File: src/hw/dif_pkg.sv
// Constants, types and register map of the drive input function logic
// How it works
// - While the terminal assigned to pulse count clear is on, the clear output holds the positioning count at zero.
// - The stored offset value is combined with the frequency setting only while the offset enable terminal is on.
// - While the offset enable terminal is off, the frequency command equals the unmodified setting.
// - A direction bit in the assignment register selects whether the offset is added or subtracted.
// - The offset acts on the incoming setting whatever frequency source is currently selected.
// - While the force terminal is on, both the frequency source and the run source report the control terminals.
// - When the force terminal is off again, the configured frequency and run sources are used once more.
// - A change of the force terminal while the motor runs raises a stop request and takes effect once it has stopped.
package dif_pkg;

    // ------------------------------------------------------------
    // Terminals and sources
    // ------------------------------------------------------------
    localparam int DIF_NUM_TERMS = 7;
    localparam logic [2:0] DIF_TERM_NONE = 3'h7;
    localparam logic [2:0] DIF_SRC_TERMINAL = 3'h1;

    // ------------------------------------------------------------
    // Register offsets (byte addresses)
    // ------------------------------------------------------------
    localparam logic [7:0] DIF_OFS_ASSIGN = 8'h00;
    localparam logic [7:0] DIF_OFS_OFFSET = 8'h04;
    localparam logic [7:0] DIF_OFS_SOURCES = 8'h08;
    localparam logic [7:0] DIF_OFS_STATUS = 8'h0c;
    localparam logic [7:0] DIF_OFS_FREQ = 8'h10;
    localparam logic [7:0] DIF_ADDR_WORD_MASK = 8'hfc;

    // ------------------------------------------------------------
    // Field positions
    // ------------------------------------------------------------
    localparam int DIF_ASG_PULSE_COUNT_CLEAR_INPUT_LSB = 0;
    localparam int DIF_ASG_OFFSET_LSB = 4;
    localparam int DIF_ASG_FORCE_LSB = 8;
    localparam int DIF_ASG_DIR_BIT = 12;
    localparam int DIF_SRC_FREQ_LSB = 0;
    localparam int DIF_SRC_RUN_LSB = 4;
    localparam int DIF_STS_PULSE_COUNT_CLEAR_INPUT_BIT = 0;
    localparam int DIF_STS_OFFSET_BIT = 1;
    localparam int DIF_STS_FORCE_BIT = 2;
    localparam int DIF_STS_APPLIED_BIT = 3;
    localparam int DIF_STS_STOP_BIT = 4;
    localparam int DIF_STS_EFREQ_LSB = 8;
    localparam int DIF_STS_ERUN_LSB = 12;
    localparam int DIF_STS_TERM_LSB = 16;

    // ------------------------------------------------------------
    // Reset values and bus answers
    // ------------------------------------------------------------
    localparam logic [12:0] DIF_RST_ASSIGN = 13'h0777;
    localparam logic [15:0] DIF_RST_OFFSET = 16'h0000;
    localparam logic [2:0] DIF_RST_SRC = 3'h0;
    localparam logic [1:0] DIF_RESP_OKAY = 2'h0;
    localparam logic [1:0] DIF_RESP_SLVERR = 2'h2;

    // ------------------------------------------------------------
    // Types
    // ------------------------------------------------------------
    typedef struct packed {
        logic [2:0] run_src;
        logic [2:0] freq_src;
    } dif_sources_t;

    typedef enum logic [0:0] {
        DIF_ST_FOLLOW = 1'b0,
        DIF_ST_STOP = 1'b1
    } dif_state_t;

endpackage

File: src/hw/dif_input_sync.sv
// Two-flop synchroniser for the intelligent input terminals
`timescale 1ns/1ps
module dif_input_sync import dif_pkg::*; #(
    parameter int W = DIF_NUM_TERMS
) (
    input wire logic aclk,
    input wire logic aresetn,
    input wire logic [W-1:0] async_in,
    output logic [W-1:0] sync_out
);
    typedef struct packed {
        logic [W-1:0] meta;
        logic [W-1:0] stable;
    } dif_sync_state_t;

    dif_sync_state_t s;
    dif_sync_state_t next_s;

    always_comb begin
        next_s = s;
        next_s.meta = async_in;
        next_s.stable = s.meta; // Only reader of the first stage
    end

    // State register
    always_ff @(posedge aclk) begin
        if (!aresetn) begin
            s <= '0;
        end else begin
            s <= next_s;
        end
    end

    assign sync_out = s.stable;
endmodule

File: src/hw/dif_freq_offset.sv
// Saturating add or subtract of the offset frequency
`timescale 1ns/1ps
module dif_freq_offset #(
    parameter int FREQ_W = 16
) (
    input wire logic [FREQ_W-1:0] base_freq,
    input wire logic [FREQ_W-1:0] offset_frequency_value,
    input wire logic offset_direction_select,
    input wire logic enable,
    output logic [FREQ_W-1:0] result
);
    logic [FREQ_W:0] sum;
    logic [FREQ_W:0] diff;

    // Wide sum and difference so that carry and borrow are visible
    assign sum = {1'b0, base_freq} + {1'b0, offset_frequency_value};
    assign diff = {1'b0, base_freq} - {1'b0, offset_frequency_value};

    // Select and clamp at the ends of the range
    always_comb begin
        result = base_freq;
        if (enable) begin
            if (offset_direction_select) begin
                result = diff[FREQ_W] ? '0 : diff[FREQ_W-1:0];
            end else begin
                result = sum[FREQ_W] ? '1 : sum[FREQ_W-1:0];
            end
        end
    end
endmodule

File: src/hw/dif_top.sv
// Drive input functions: pulse clear, offset frequency, terminal source force
//
// Chosen here: the AXI4-Lite slave port and the register offsets.
`timescale 1ns/1ps
module dif_top import dif_pkg::*; #(
    parameter int FREQ_W = 16
) (
    input wire logic aclk,
    input wire logic aresetn,
    // AXI4-Lite slave
    input wire logic [7:0] s_axi_awaddr,
    input wire logic [2:0] s_axi_awprot,
    input wire logic s_axi_awvalid,
    output logic s_axi_awready,
    input wire logic [31:0] s_axi_wdata,
    input wire logic [3:0] s_axi_wstrb,
    input wire logic s_axi_wvalid,
    output logic s_axi_wready,
    output logic [1:0] s_axi_bresp,
    output logic s_axi_bvalid,
    input wire logic s_axi_bready,
    input wire logic [7:0] s_axi_araddr,
    input wire logic [2:0] s_axi_arprot,
    input wire logic s_axi_arvalid,
    output logic s_axi_arready,
    output logic [31:0] s_axi_rdata,
    output logic [1:0] s_axi_rresp,
    output logic s_axi_rvalid,
    input wire logic s_axi_rready,
    // Input terminals and drive core
    input wire logic [DIF_NUM_TERMS-1:0] terminal_in,
    input wire logic [FREQ_W-1:0] base_freq_setting,
    input wire logic motor_running,
    output logic [FREQ_W-1:0] freq_command,
    output dif_sources_t effective_sources,
    output logic pulse_count_clear_input,
    output logic stop_request
);

    // ------------------------------------------------------------
    // State
    // ------------------------------------------------------------
    typedef struct packed {
        logic awready;
        logic wready;
        logic aw_held;
        logic [7:0] aw_addr;
        logic w_held;
        logic [31:0] w_data;
        logic [3:0] w_strb;
        logic bvalid;
        logic [1:0] bresp;
        logic arready;
        logic rvalid;
        logic [31:0] rdata;
        logic [1:0] rresp;
        logic [12:0] assign_reg;
        logic [FREQ_W-1:0] offset_frequency_value;
        dif_sources_t settings;
        dif_state_t state;
        logic terminal_source_force;
        logic stop_request;
        logic pulse_clear;
        logic [FREQ_W-1:0] freq_command;
        dif_sources_t eff;
    } dif_top_state_t;

    dif_top_state_t s;
    dif_top_state_t next_s;

    logic [DIF_NUM_TERMS-1:0] term_level;
    logic pulse_count_clear_input_on;
    logic offset_on;
    logic force_on;
    logic [FREQ_W-1:0] offset_result;
    logic [31:0] status_word;

    // ------------------------------------------------------------
    // Helpers
    // ------------------------------------------------------------
    // Level of the terminal that a function is assigned to
    function automatic logic pick_term(input logic [DIF_NUM_TERMS-1:0] lv, input logic [2:0] idx);
        pick_term = (idx < DIF_TERM_NONE) ? lv[idx] : 1'b0;
    endfunction

    // Merge written bytes into a word
    function automatic logic [31:0] apply_strb(input logic [31:0] old, input logic [31:0] wd,
                                               input logic [3:0] strb);
        logic [31:0] r;
        r = old;
        for (int i = 0; i < 4; i++) begin
            if (strb[i]) begin
                r[i*8 +: 8] = wd[i*8 +: 8];
            end
        end
        apply_strb = r;
    endfunction

    // Known register word
    function automatic logic is_mapped(input logic [7:0] a);
        logic [7:0] w;
        w = a & DIF_ADDR_WORD_MASK;
        is_mapped = (w == DIF_OFS_ASSIGN) || (w == DIF_OFS_OFFSET) || (w == DIF_OFS_SOURCES) ||
                    (w == DIF_OFS_STATUS) || (w == DIF_OFS_FREQ);
    endfunction

    // ------------------------------------------------------------
    // Terminal inputs
    // ------------------------------------------------------------
    // synchronise terminals
    dif_input_sync #(
        .W(DIF_NUM_TERMS)
    ) u_sync (
        .aclk(aclk),
        .aresetn(aresetn),
        .async_in(terminal_in),
        .sync_out(term_level)
    );

    // Function levels from the assigned terminals
    assign pulse_count_clear_input_on = pick_term(term_level, s.assign_reg[DIF_ASG_PULSE_COUNT_CLEAR_INPUT_LSB +: 3]);
    assign offset_on = pick_term(term_level, s.assign_reg[DIF_ASG_OFFSET_LSB +: 3]);
    assign force_on = pick_term(term_level, s.assign_reg[DIF_ASG_FORCE_LSB +: 3]);

    dif_freq_offset #(
        .FREQ_W(FREQ_W)
    ) u_offset (
        .base_freq(base_freq_setting),
        .offset_frequency_value(s.offset_frequency_value),
        .offset_direction_select(s.assign_reg[DIF_ASG_DIR_BIT]),
        .enable(offset_on),
        .result(offset_result)
    );

    // Status word seen by software
    always_comb begin
        status_word = 32'h0000_0000;
        status_word[DIF_STS_PULSE_COUNT_CLEAR_INPUT_BIT] = pulse_count_clear_input_on;
        status_word[DIF_STS_OFFSET_BIT] = offset_on;
        status_word[DIF_STS_FORCE_BIT] = force_on;
        status_word[DIF_STS_APPLIED_BIT] = s.terminal_source_force;
        status_word[DIF_STS_STOP_BIT] = s.stop_request;
        status_word[DIF_STS_EFREQ_LSB +: 3] = s.eff.freq_src;
        status_word[DIF_STS_ERUN_LSB +: 3] = s.eff.run_src;
        status_word[DIF_STS_TERM_LSB +: DIF_NUM_TERMS] = term_level;
    end

    // ------------------------------------------------------------
    // Next state
    // ------------------------------------------------------------
    always_comb begin
        logic [31:0] wr;
        logic [7:0] wa;
        logic [7:0] ra;
        wr = 32'h0000_0000;
        wa = s.aw_addr & DIF_ADDR_WORD_MASK;
        ra = s_axi_araddr & DIF_ADDR_WORD_MASK;
        next_s = s;

        // Write address and data taken in either order
        if (s_axi_awvalid && s.awready) begin
            next_s.aw_held = 1'b1;
            next_s.aw_addr = s_axi_awaddr;
        end
        if (s_axi_wvalid && s.wready) begin
            next_s.w_held = 1'b1;
            next_s.w_data = s_axi_wdata;
            next_s.w_strb = s_axi_wstrb;
        end
        if (s.bvalid && s_axi_bready) begin
            next_s.bvalid = 1'b0;
        end

        // Register write once both halves are held
        if (s.aw_held && s.w_held && !s.bvalid) begin
            next_s.aw_held = 1'b0;
            next_s.w_held = 1'b0;
            next_s.bvalid = 1'b1;
            next_s.bresp = is_mapped(s.aw_addr) ? DIF_RESP_OKAY : DIF_RESP_SLVERR;
            if (wa == DIF_OFS_ASSIGN) begin
                wr = apply_strb({19'h0, s.assign_reg}, s.w_data, s.w_strb);
                next_s.assign_reg = wr[12:0];
            end
            if (wa == DIF_OFS_OFFSET) begin
                wr = apply_strb(32'(s.offset_frequency_value), s.w_data, s.w_strb);
                next_s.offset_frequency_value = wr[FREQ_W-1:0];
            end
            if (wa == DIF_OFS_SOURCES) begin
                wr = apply_strb({25'h0, s.settings.run_src, 1'b0, s.settings.freq_src}, s.w_data, s.w_strb);
                next_s.settings.freq_src = wr[DIF_SRC_FREQ_LSB +: 3];
                next_s.settings.run_src = wr[DIF_SRC_RUN_LSB +: 3];
            end
        end
        next_s.awready = !next_s.aw_held && !next_s.bvalid;
        next_s.wready = !next_s.w_held && !next_s.bvalid;

        // Read channel, one read at a time
        if (s.rvalid && s_axi_rready) begin
            next_s.rvalid = 1'b0;
            next_s.arready = 1'b1;
        end
        if (s_axi_arvalid && s.arready) begin
            next_s.arready = 1'b0;
            next_s.rvalid = 1'b1;
            next_s.rresp = is_mapped(s_axi_araddr) ? DIF_RESP_OKAY : DIF_RESP_SLVERR;
            unique case (ra)
                DIF_OFS_ASSIGN: next_s.rdata = {19'h0, s.assign_reg};
                DIF_OFS_OFFSET: next_s.rdata = 32'(s.offset_frequency_value);
                DIF_OFS_SOURCES: next_s.rdata = {25'h0, s.settings.run_src, 1'b0, s.settings.freq_src};
                DIF_OFS_STATUS: next_s.rdata = status_word;
                DIF_OFS_FREQ: next_s.rdata = 32'(s.freq_command);
                default: next_s.rdata = 32'h0000_0000;
            endcase
        end

        next_s.pulse_clear = pulse_count_clear_input_on;
        next_s.freq_command = offset_result;

        // Force changeover, held off while the motor turns
        unique case (s.state)
            DIF_ST_FOLLOW: begin
                if (force_on != s.terminal_source_force) begin
                    if (motor_running) begin
                        next_s.state = DIF_ST_STOP;
                        next_s.stop_request = 1'b1;
                    end else begin
                        next_s.terminal_source_force = force_on;
                    end
                end
            end
            DIF_ST_STOP: begin
                if (!motor_running) begin
                    next_s.terminal_source_force = force_on;
                    next_s.stop_request = 1'b0;
                    next_s.state = DIF_ST_FOLLOW;
                end
            end
        endcase

        if (next_s.terminal_source_force) begin
            next_s.eff.freq_src = DIF_SRC_TERMINAL;
            next_s.eff.run_src = DIF_SRC_TERMINAL;
        end else begin
            next_s.eff = next_s.settings;
        end
    end

    // ------------------------------------------------------------
    // State register
    // ------------------------------------------------------------
    always_ff @(posedge aclk) begin
        if (!aresetn) begin
            s <= '0;
            s.awready <= 1'b1;
            s.wready <= 1'b1;
            s.arready <= 1'b1;
            s.assign_reg <= DIF_RST_ASSIGN;
            s.offset_frequency_value <= FREQ_W'(DIF_RST_OFFSET);
            s.settings.freq_src <= DIF_RST_SRC;
            s.settings.run_src <= DIF_RST_SRC;
            s.eff.freq_src <= DIF_RST_SRC;
            s.eff.run_src <= DIF_RST_SRC;
            s.state <= DIF_ST_FOLLOW;
        end else begin
            s <= next_s;
        end
    end

    // ------------------------------------------------------------
    // Outputs, all from the state register
    // ------------------------------------------------------------
    assign s_axi_awready = s.awready;
    assign s_axi_wready = s.wready;
    assign s_axi_bvalid = s.bvalid;
    assign s_axi_bresp = s.bresp;
    assign s_axi_arready = s.arready;
    assign s_axi_rvalid = s.rvalid;
    assign s_axi_rdata = s.rdata;
    assign s_axi_rresp = s.rresp;
    assign freq_command = s.freq_command;
    assign effective_sources = s.eff;
    assign pulse_count_clear_input = s.pulse_clear;
    assign stop_request = s.stop_request;

endmodule

File: config.mk
export PLATFORM = sky130hd
export DESIGN_NAME = dif_top
export DESIGN_NICKNAME = d
export VERILOG_FILES = /design/src/hw/dif_pkg.sv /design/src/hw/dif_input_sync.sv /design/src/hw/dif_freq_offset.sv /design/src/hw/dif_top.sv
export SDC_FILE = /design/constraint.sdc
export NUM_CORES = 1
export LEC_CHECK = 0
export ABC_AREA = 1
export BUFFER_PORTS_ARGS = -buffer_cell sky130_fd_sc_hd__buf_2
export CAP_MARGIN = 15
export CORE_MARGIN = 2
export CORE_UTILIZATION = 45
export CTS_CLUSTER_SIZE = 8
export DETAILED_ROUTE_END_ITERATION = 8
export MAX_ROUTING_LAYER = met4
export PLACE_DENSITY = 0.67
export SLEW_MARGIN = 25
export SYNTH_ARGS = -nofsm -noshare
export SYNTH_HDL_FRONTEND = slang
export SYNTH_HIERARCHICAL = 1
export SYNTH_SLANG_ARGS = --single-unit
File: constraint.sdc
create_clock -name aclk -period 2.65 [get_ports aclk]
set_clock_uncertainty 0.15 [all_clocks]
set_input_delay 0.265 -clock aclk [delete_from_list [all_inputs] [get_ports aclk]]
set_output_delay 0.265 -clock aclk [all_outputs]
set_load 0.01 [all_outputs]
# == Word level (Yosys, flattened, before mapping) ==
# Index checks and enable logic that the tools add are counted.
# word_totals
ff_bits,162
latchBits,0
mem_bits_rw,0
mem_bits_ro,0
inputBits,89
out_inout_bits,65
elab_cells,116
n_memories,0
# classes
add_sub_neg,2
n_mul,0
n_div,0
order_cmp,6
n_eq_ne,12
shift,0
n_mux,34
bitwise,2
n_reduce_logical,30
# ops
cell,n
23-bit one-hot mux with 5 select lines,1
16-bit 2-to-1 mux,4
37-bit 2-to-1 mux,1
36-bit 2-to-1 mux,1
"6-bit by 2-bit equality test with 1-bit output, second input constant",4
16-bit by 16-bit adder with 17-bit output,1
16-bit by 16-bit subtractor with 17-bit output,1
8-bit logical NOT,2
3-bit AND reduction,5
"6-bit by 1-bit equality test with 1-bit output, second input constant",2
"6-bit by 3-bit equality test with 1-bit output, second input constant",2
"3-bit by 4-bit < comparator with 1-bit output, second input constant",3
1-bit 2-to-1 mux,12
6-bit 2-to-1 mux,2
1-bit binary-select mux with 3-bit select,3
1-bit logical AND,9
"3-bit < comparator, second input constant",3
3-bit 2-to-1 mux,3
9-bit 2-to-1 mux,1
1-bit logical OR,8
7-bit 2-to-1 mux,1
2-bit 2-to-1 mux,3
"2-bit != test, second input constant",3
3-bit one-hot mux with 2 select lines,1
6 further kinds,10

# == Longest topological paths before layout ==
# logic_depth
ltp_word,9
ltp_mapped,19
mapped_depth_nobuf,17

# == By module ==
# Netlist, hierarchy kept.
# modules_own_cells
module,n_inst,cells_per_inst,area_per_inst_um2,seq_area_each_um2
dif_top,1,721,5346.4,2342.2
dif_freq_offset,1,482,2514.9,0.0
dif_input_sync,1,43,396.6,280.3

# == Least setup slack after synthesis ==
# Ideal clock, no wire load.
# synth_path
kind,register to register
start,"register, netlist name s[32]"
end,register s (netlist bit freq_command[5])
setup_time_ps,57
arrival_time_ps,1987
required_time_ps,2443
path_slack_ps,456
path_stages_with_launch,15
path_buffers,1
synth_period_minus_slack_ps,2194
path_cell_list,dfxtp_1 -> ha_1 -> fa_1 -> inv_1 -> nand3_1 -> nand2_2 -> nand2_1 -> nand2_2 -> nand2_2 -> a21oi_4 -> buf_6 -> nand2_1 -> a31oi_2 -> nand2_1 -> inv_1
# synth_rtl
item,line,text
"end signal, assigned",dif_top.sv:265,s <= next_s;
"end, declared",dif_top.sv:68,dif_top_state_t s;

==> results by group <==
Worst hold path
  – Startpoint of the worst hold path: s_axi_awaddr[5]
  – Hold EP: s[142]
  – Hold Path Stages: 3
  – Hold crit path type: in2reg

Timing
  – Unrepaired setup endpoints after global routing: no
  – Total negative slack: 0 ns
  – Minimum clock period: between 2 and 3 ns
  – Final period util: 0.9489
  – Final Worst Setup Slack: ~0.14 ns
  – Fin. max-slew vios: 0
  – Worst-Margin Slew: ~0.9 ns
  – Final Hold Viols: 0
  – Final setup vio count: 0
  – FMAX: between 300 and 400 MHz
  – Slew HR: 0.3991

Synth
  – Top post-synthesis cells by area: dfxtp_1 (32%), nand2_1 (13%), inv_1 (8.8%)
  – Seq/Total Area, Yosys: 0.3176
  – Mapped Area: between 8000 and 9000 um^2
  – Top cells by instance count after synthesis: nand2_1 (290), inv_1 (193), nor2_1 (133), dfxtp_1 (131), nand3_1 (78)
  – Netlist cell types: between 40 and 50
  – Most frequent cell after synthesis: nand2_1
  – Synth top area share: 0.3176
  – Post-synth top area cell: dfxtp_1
  – Synth async-reset ratio: 0
  – Syn_area_per_cell: 6.628 um^2
  – Post-Syn Instances: between 1000 and 1500
  – Ys flop type: dfxtp_1
  – Post-synth EDFFs: 0
  – Synthesis Warnings: 6
  – Yosys reg bits: around 130

Job
  – Max_cap viols: 0

Pwr
  – Comb power frac: 0.122
  – Int Pwr: 3.861 mW
  – Sw Ratio: 0.2535
  – Sw power: around 1.3 mW
  – Worst ir drop on vdd: around 500 uV
  – Clock power share: 0.468
  – Reg power frac: 0.410
  – Pwr/cell area: 540.9 nW/um^2
  – Leak Pwr: 4.948 nW

Outcome
  – Status: complete, no violations

Clocking
  – Clock sink count: approximately 130
  – CTS Buffer Depth: 2
  – TritonCTS clock tree: done
  – Clock latency reported for the late side of the worst-skew pair: around 0.42 ns
  – H-tree depth: 4
  – Clk slew on worst S/H paths: approximately 0.060 ns
  – Root Driver: clkbuf_16
  – Total CTS buffers: 17

Floorplan
  – Initial core utilization: 0.4597
  – Die Area: around 20000 um^2
  – Row count: 49
  – DIE WIDTH: between 100 and 150 um
  – Die Span Y: 139.5 um
  – Core area: between 15000 and 20000 um^2
  – I/O Pins: around 150

Cells and area
  – Share of cells above drive strength 1: 0.1724
  – # fillers: 1804
  – Post-Layout Cell Count: 1586
  – Nets@finish: 1469
  – Synthesis-to-finish area growth: 15.80%
  – Inserted Diodes: 0
  – Post-layout util: 0.5324

Drt
  – TritonRoute pass-1 iters: 6
  – DR iter-0 viols: between 500 and 600
  – Antenna-violating nets left: 0
  – Drt drc: 0
  – Routed via count: 7916
  – Final wirelength: 23.61 mm
  – Post-DR vias/cell: 4.991
  – Drt wl/cell: approximately 15 um

Place
  – Pre-CTS setup slack: 0.09846 ns
  – Port bufs: about 110
  – Placer Congestion: 0.9200
  – Post-detail-place hpwl: 18.06 mm
  – Dpl cells: approximately 1500

Global route
  – Grt total ovfl: 0
  – First-pass GRT wire length: approximately 38 mm
  – Initial antenna violation count: 0
  – Largest net degree at the start of global routing: a little over 100
  – Vias in the first global route: 7208
  – Gr usage total: 0.2504

Setup path
  – Critical path's top delay family: adder cells
  – Slowest stage delay, CP: around 0.43 ns
  – Worst Reg-to-Reg Cells: 14
  – R2R Setup Slk: between 0.1 and 0.15 ns
  – Worst Setup End Kind: flop
  – FF-to-FF End: freq_command[8]
  – Slowest cell on the critical path: fa_1
  – Crit path buf inv count: 3
  – CP Launch Type: flop
  – Crit path max fanout: 5
  – Critical path type: reg2reg
  – CP required: between 2 and 3 ns
  – Worst Path Arrival: about 2.7 ns
  – FF-to-FF Start: s[32]
  – Critical path cell sequence: ha_1 -> fa_1 -> inv_1 -> nand3_1 -> nand2_2 -> nand2_1 -> nand2_2 -> nand2_2 -> a21oi_4 -> buf_4 -> nand2_1 -> a31oi_1 -> nand2_1 -> inv_1
-- flip-flops by register name, summed over array words and instances, names as in the netlist --
register and flops:
s_axi_rvalid 1, s_axi_rresp 1, s 63, s_axi_wready 1
s_axi_arready 1, effective_sources 6, s_axi_rdata 23, s_axi_awready 1
freq_command 16, u_sync/sync_out 7, u_sync/next_s 7, pulse_count_clear_input 1
s_axi_bvalid 1, s_axi_bresp 1, stop_request 1
-- worst reg2reg max path: cells and delay by family (launching register included) --
kind                     cells  cell delay [ns]
adder cells (fa/ha/maj)      2             0.64
AND/OR/NAND/NOR              7             0.60
AO/OA/AOI/OAI                2             0.41
flip-flops                   1             0.36
buffers and inverters        3             0.32
-- cell type report --
class	instances	area [um^2]	area share
sequential	131	2623	0.2742
timing repair buffer	173	1099	0.1149
clock buffer	23	488.0	0.05103
multi-input combinational	819	4180	0.4371
inverter	203	762.0	0.07968
tap	229	286.5	0.02996
clock inverter	8	125.1	0.01308
-- per-layer routing --
layer / share of wire / GRT usage / vias up
met5: 0 / - / -
met4: 0.022 / 0.06645 / 0
met3: 0.074 / 0.04646 / 40
met2: 0.44 / 0.3782 / 311
met1: 0.47 / 0.3450 / 3525
li1: - / - / 4040
-- cells in the final DEF, fill, tap and decap left out, drive strengths merged, types with 6 or more instances in the layout --
cell           n
dlygate4sd3   29
nand2        303
nor3           7
nand4         35
a31oi          9
o211ai        13
xor2           6
ha            33
o21ai         72
buf          144
clkbuf        23
dfxtp        131
nor2         144
nand3         85
inv          202
or2            8
conb          11
a21oi         75
-- worst max-delay path by stage --
stage	startpoint	end	slack, ns	cells past startpoint
2_1_floorplan	s[32]	freq_command[5]	0.46	14
3_3_place_gp	base_freq_setting[0]	freq_command[8]	0.12	16
6_report	s[32]	freq_command[8]	0.14	14
5_1_grt	s[37]	freq_command[9]	0.01	17
4_1_cts	s[32]	freq_command[8]	0.16	14
3_5_place_dp	base_freq_setting[0]	freq_command[8]	0.1	16
-- through the flow --
step / total power [mW] / hold slack [ns] / area (um^2)
2_1_floorplan: 2.590 / 0.2085 / 8295
3_3_place_gp: 2.743 / 0.2493 / 8657
3_5_place_dp: 2.750 / 0.2447 / 8657
4_1_cts: 5.189 / 0.002040 / 9560
5_1_grt: 5.382 / 0.03371 / 9563
6_report: 5.173 / 0.01121 / 9563
-- power by group through the flow --
stage	clock, mW	sequential, mW	combinational (mW)
floorplan	0	2.14	0.452
global placement	0	2.16	0.583
detailed placement	0	2.16	0.589
CTS	2.45	2.12	0.624
global route	2.54	2.13	0.712
finish	2.42	2.12	0.629
-- kinds of logic after synthesis --
group,Yosys count,share of synthesized area
buf+inv,306,0.1811
simple gates,590,0.3183
other cells,1,0.0004541
xor+xnor,7,0.007424
fa+ha+maj,35,0.05485
flops,131,0.3176
compound gates,176,0.1203
-- timing repair --
item | 4_1_cts | 5_1_grt
hold buffers | 29 | 0
gates resized for setup | 0 | 1
endpoints found under the hold margin | 28 | 0
endpoints found under the setup margin | 0 | 1
setup buffers | 0 | 0
Note: power is estimated with default switching activity, not from simulation.
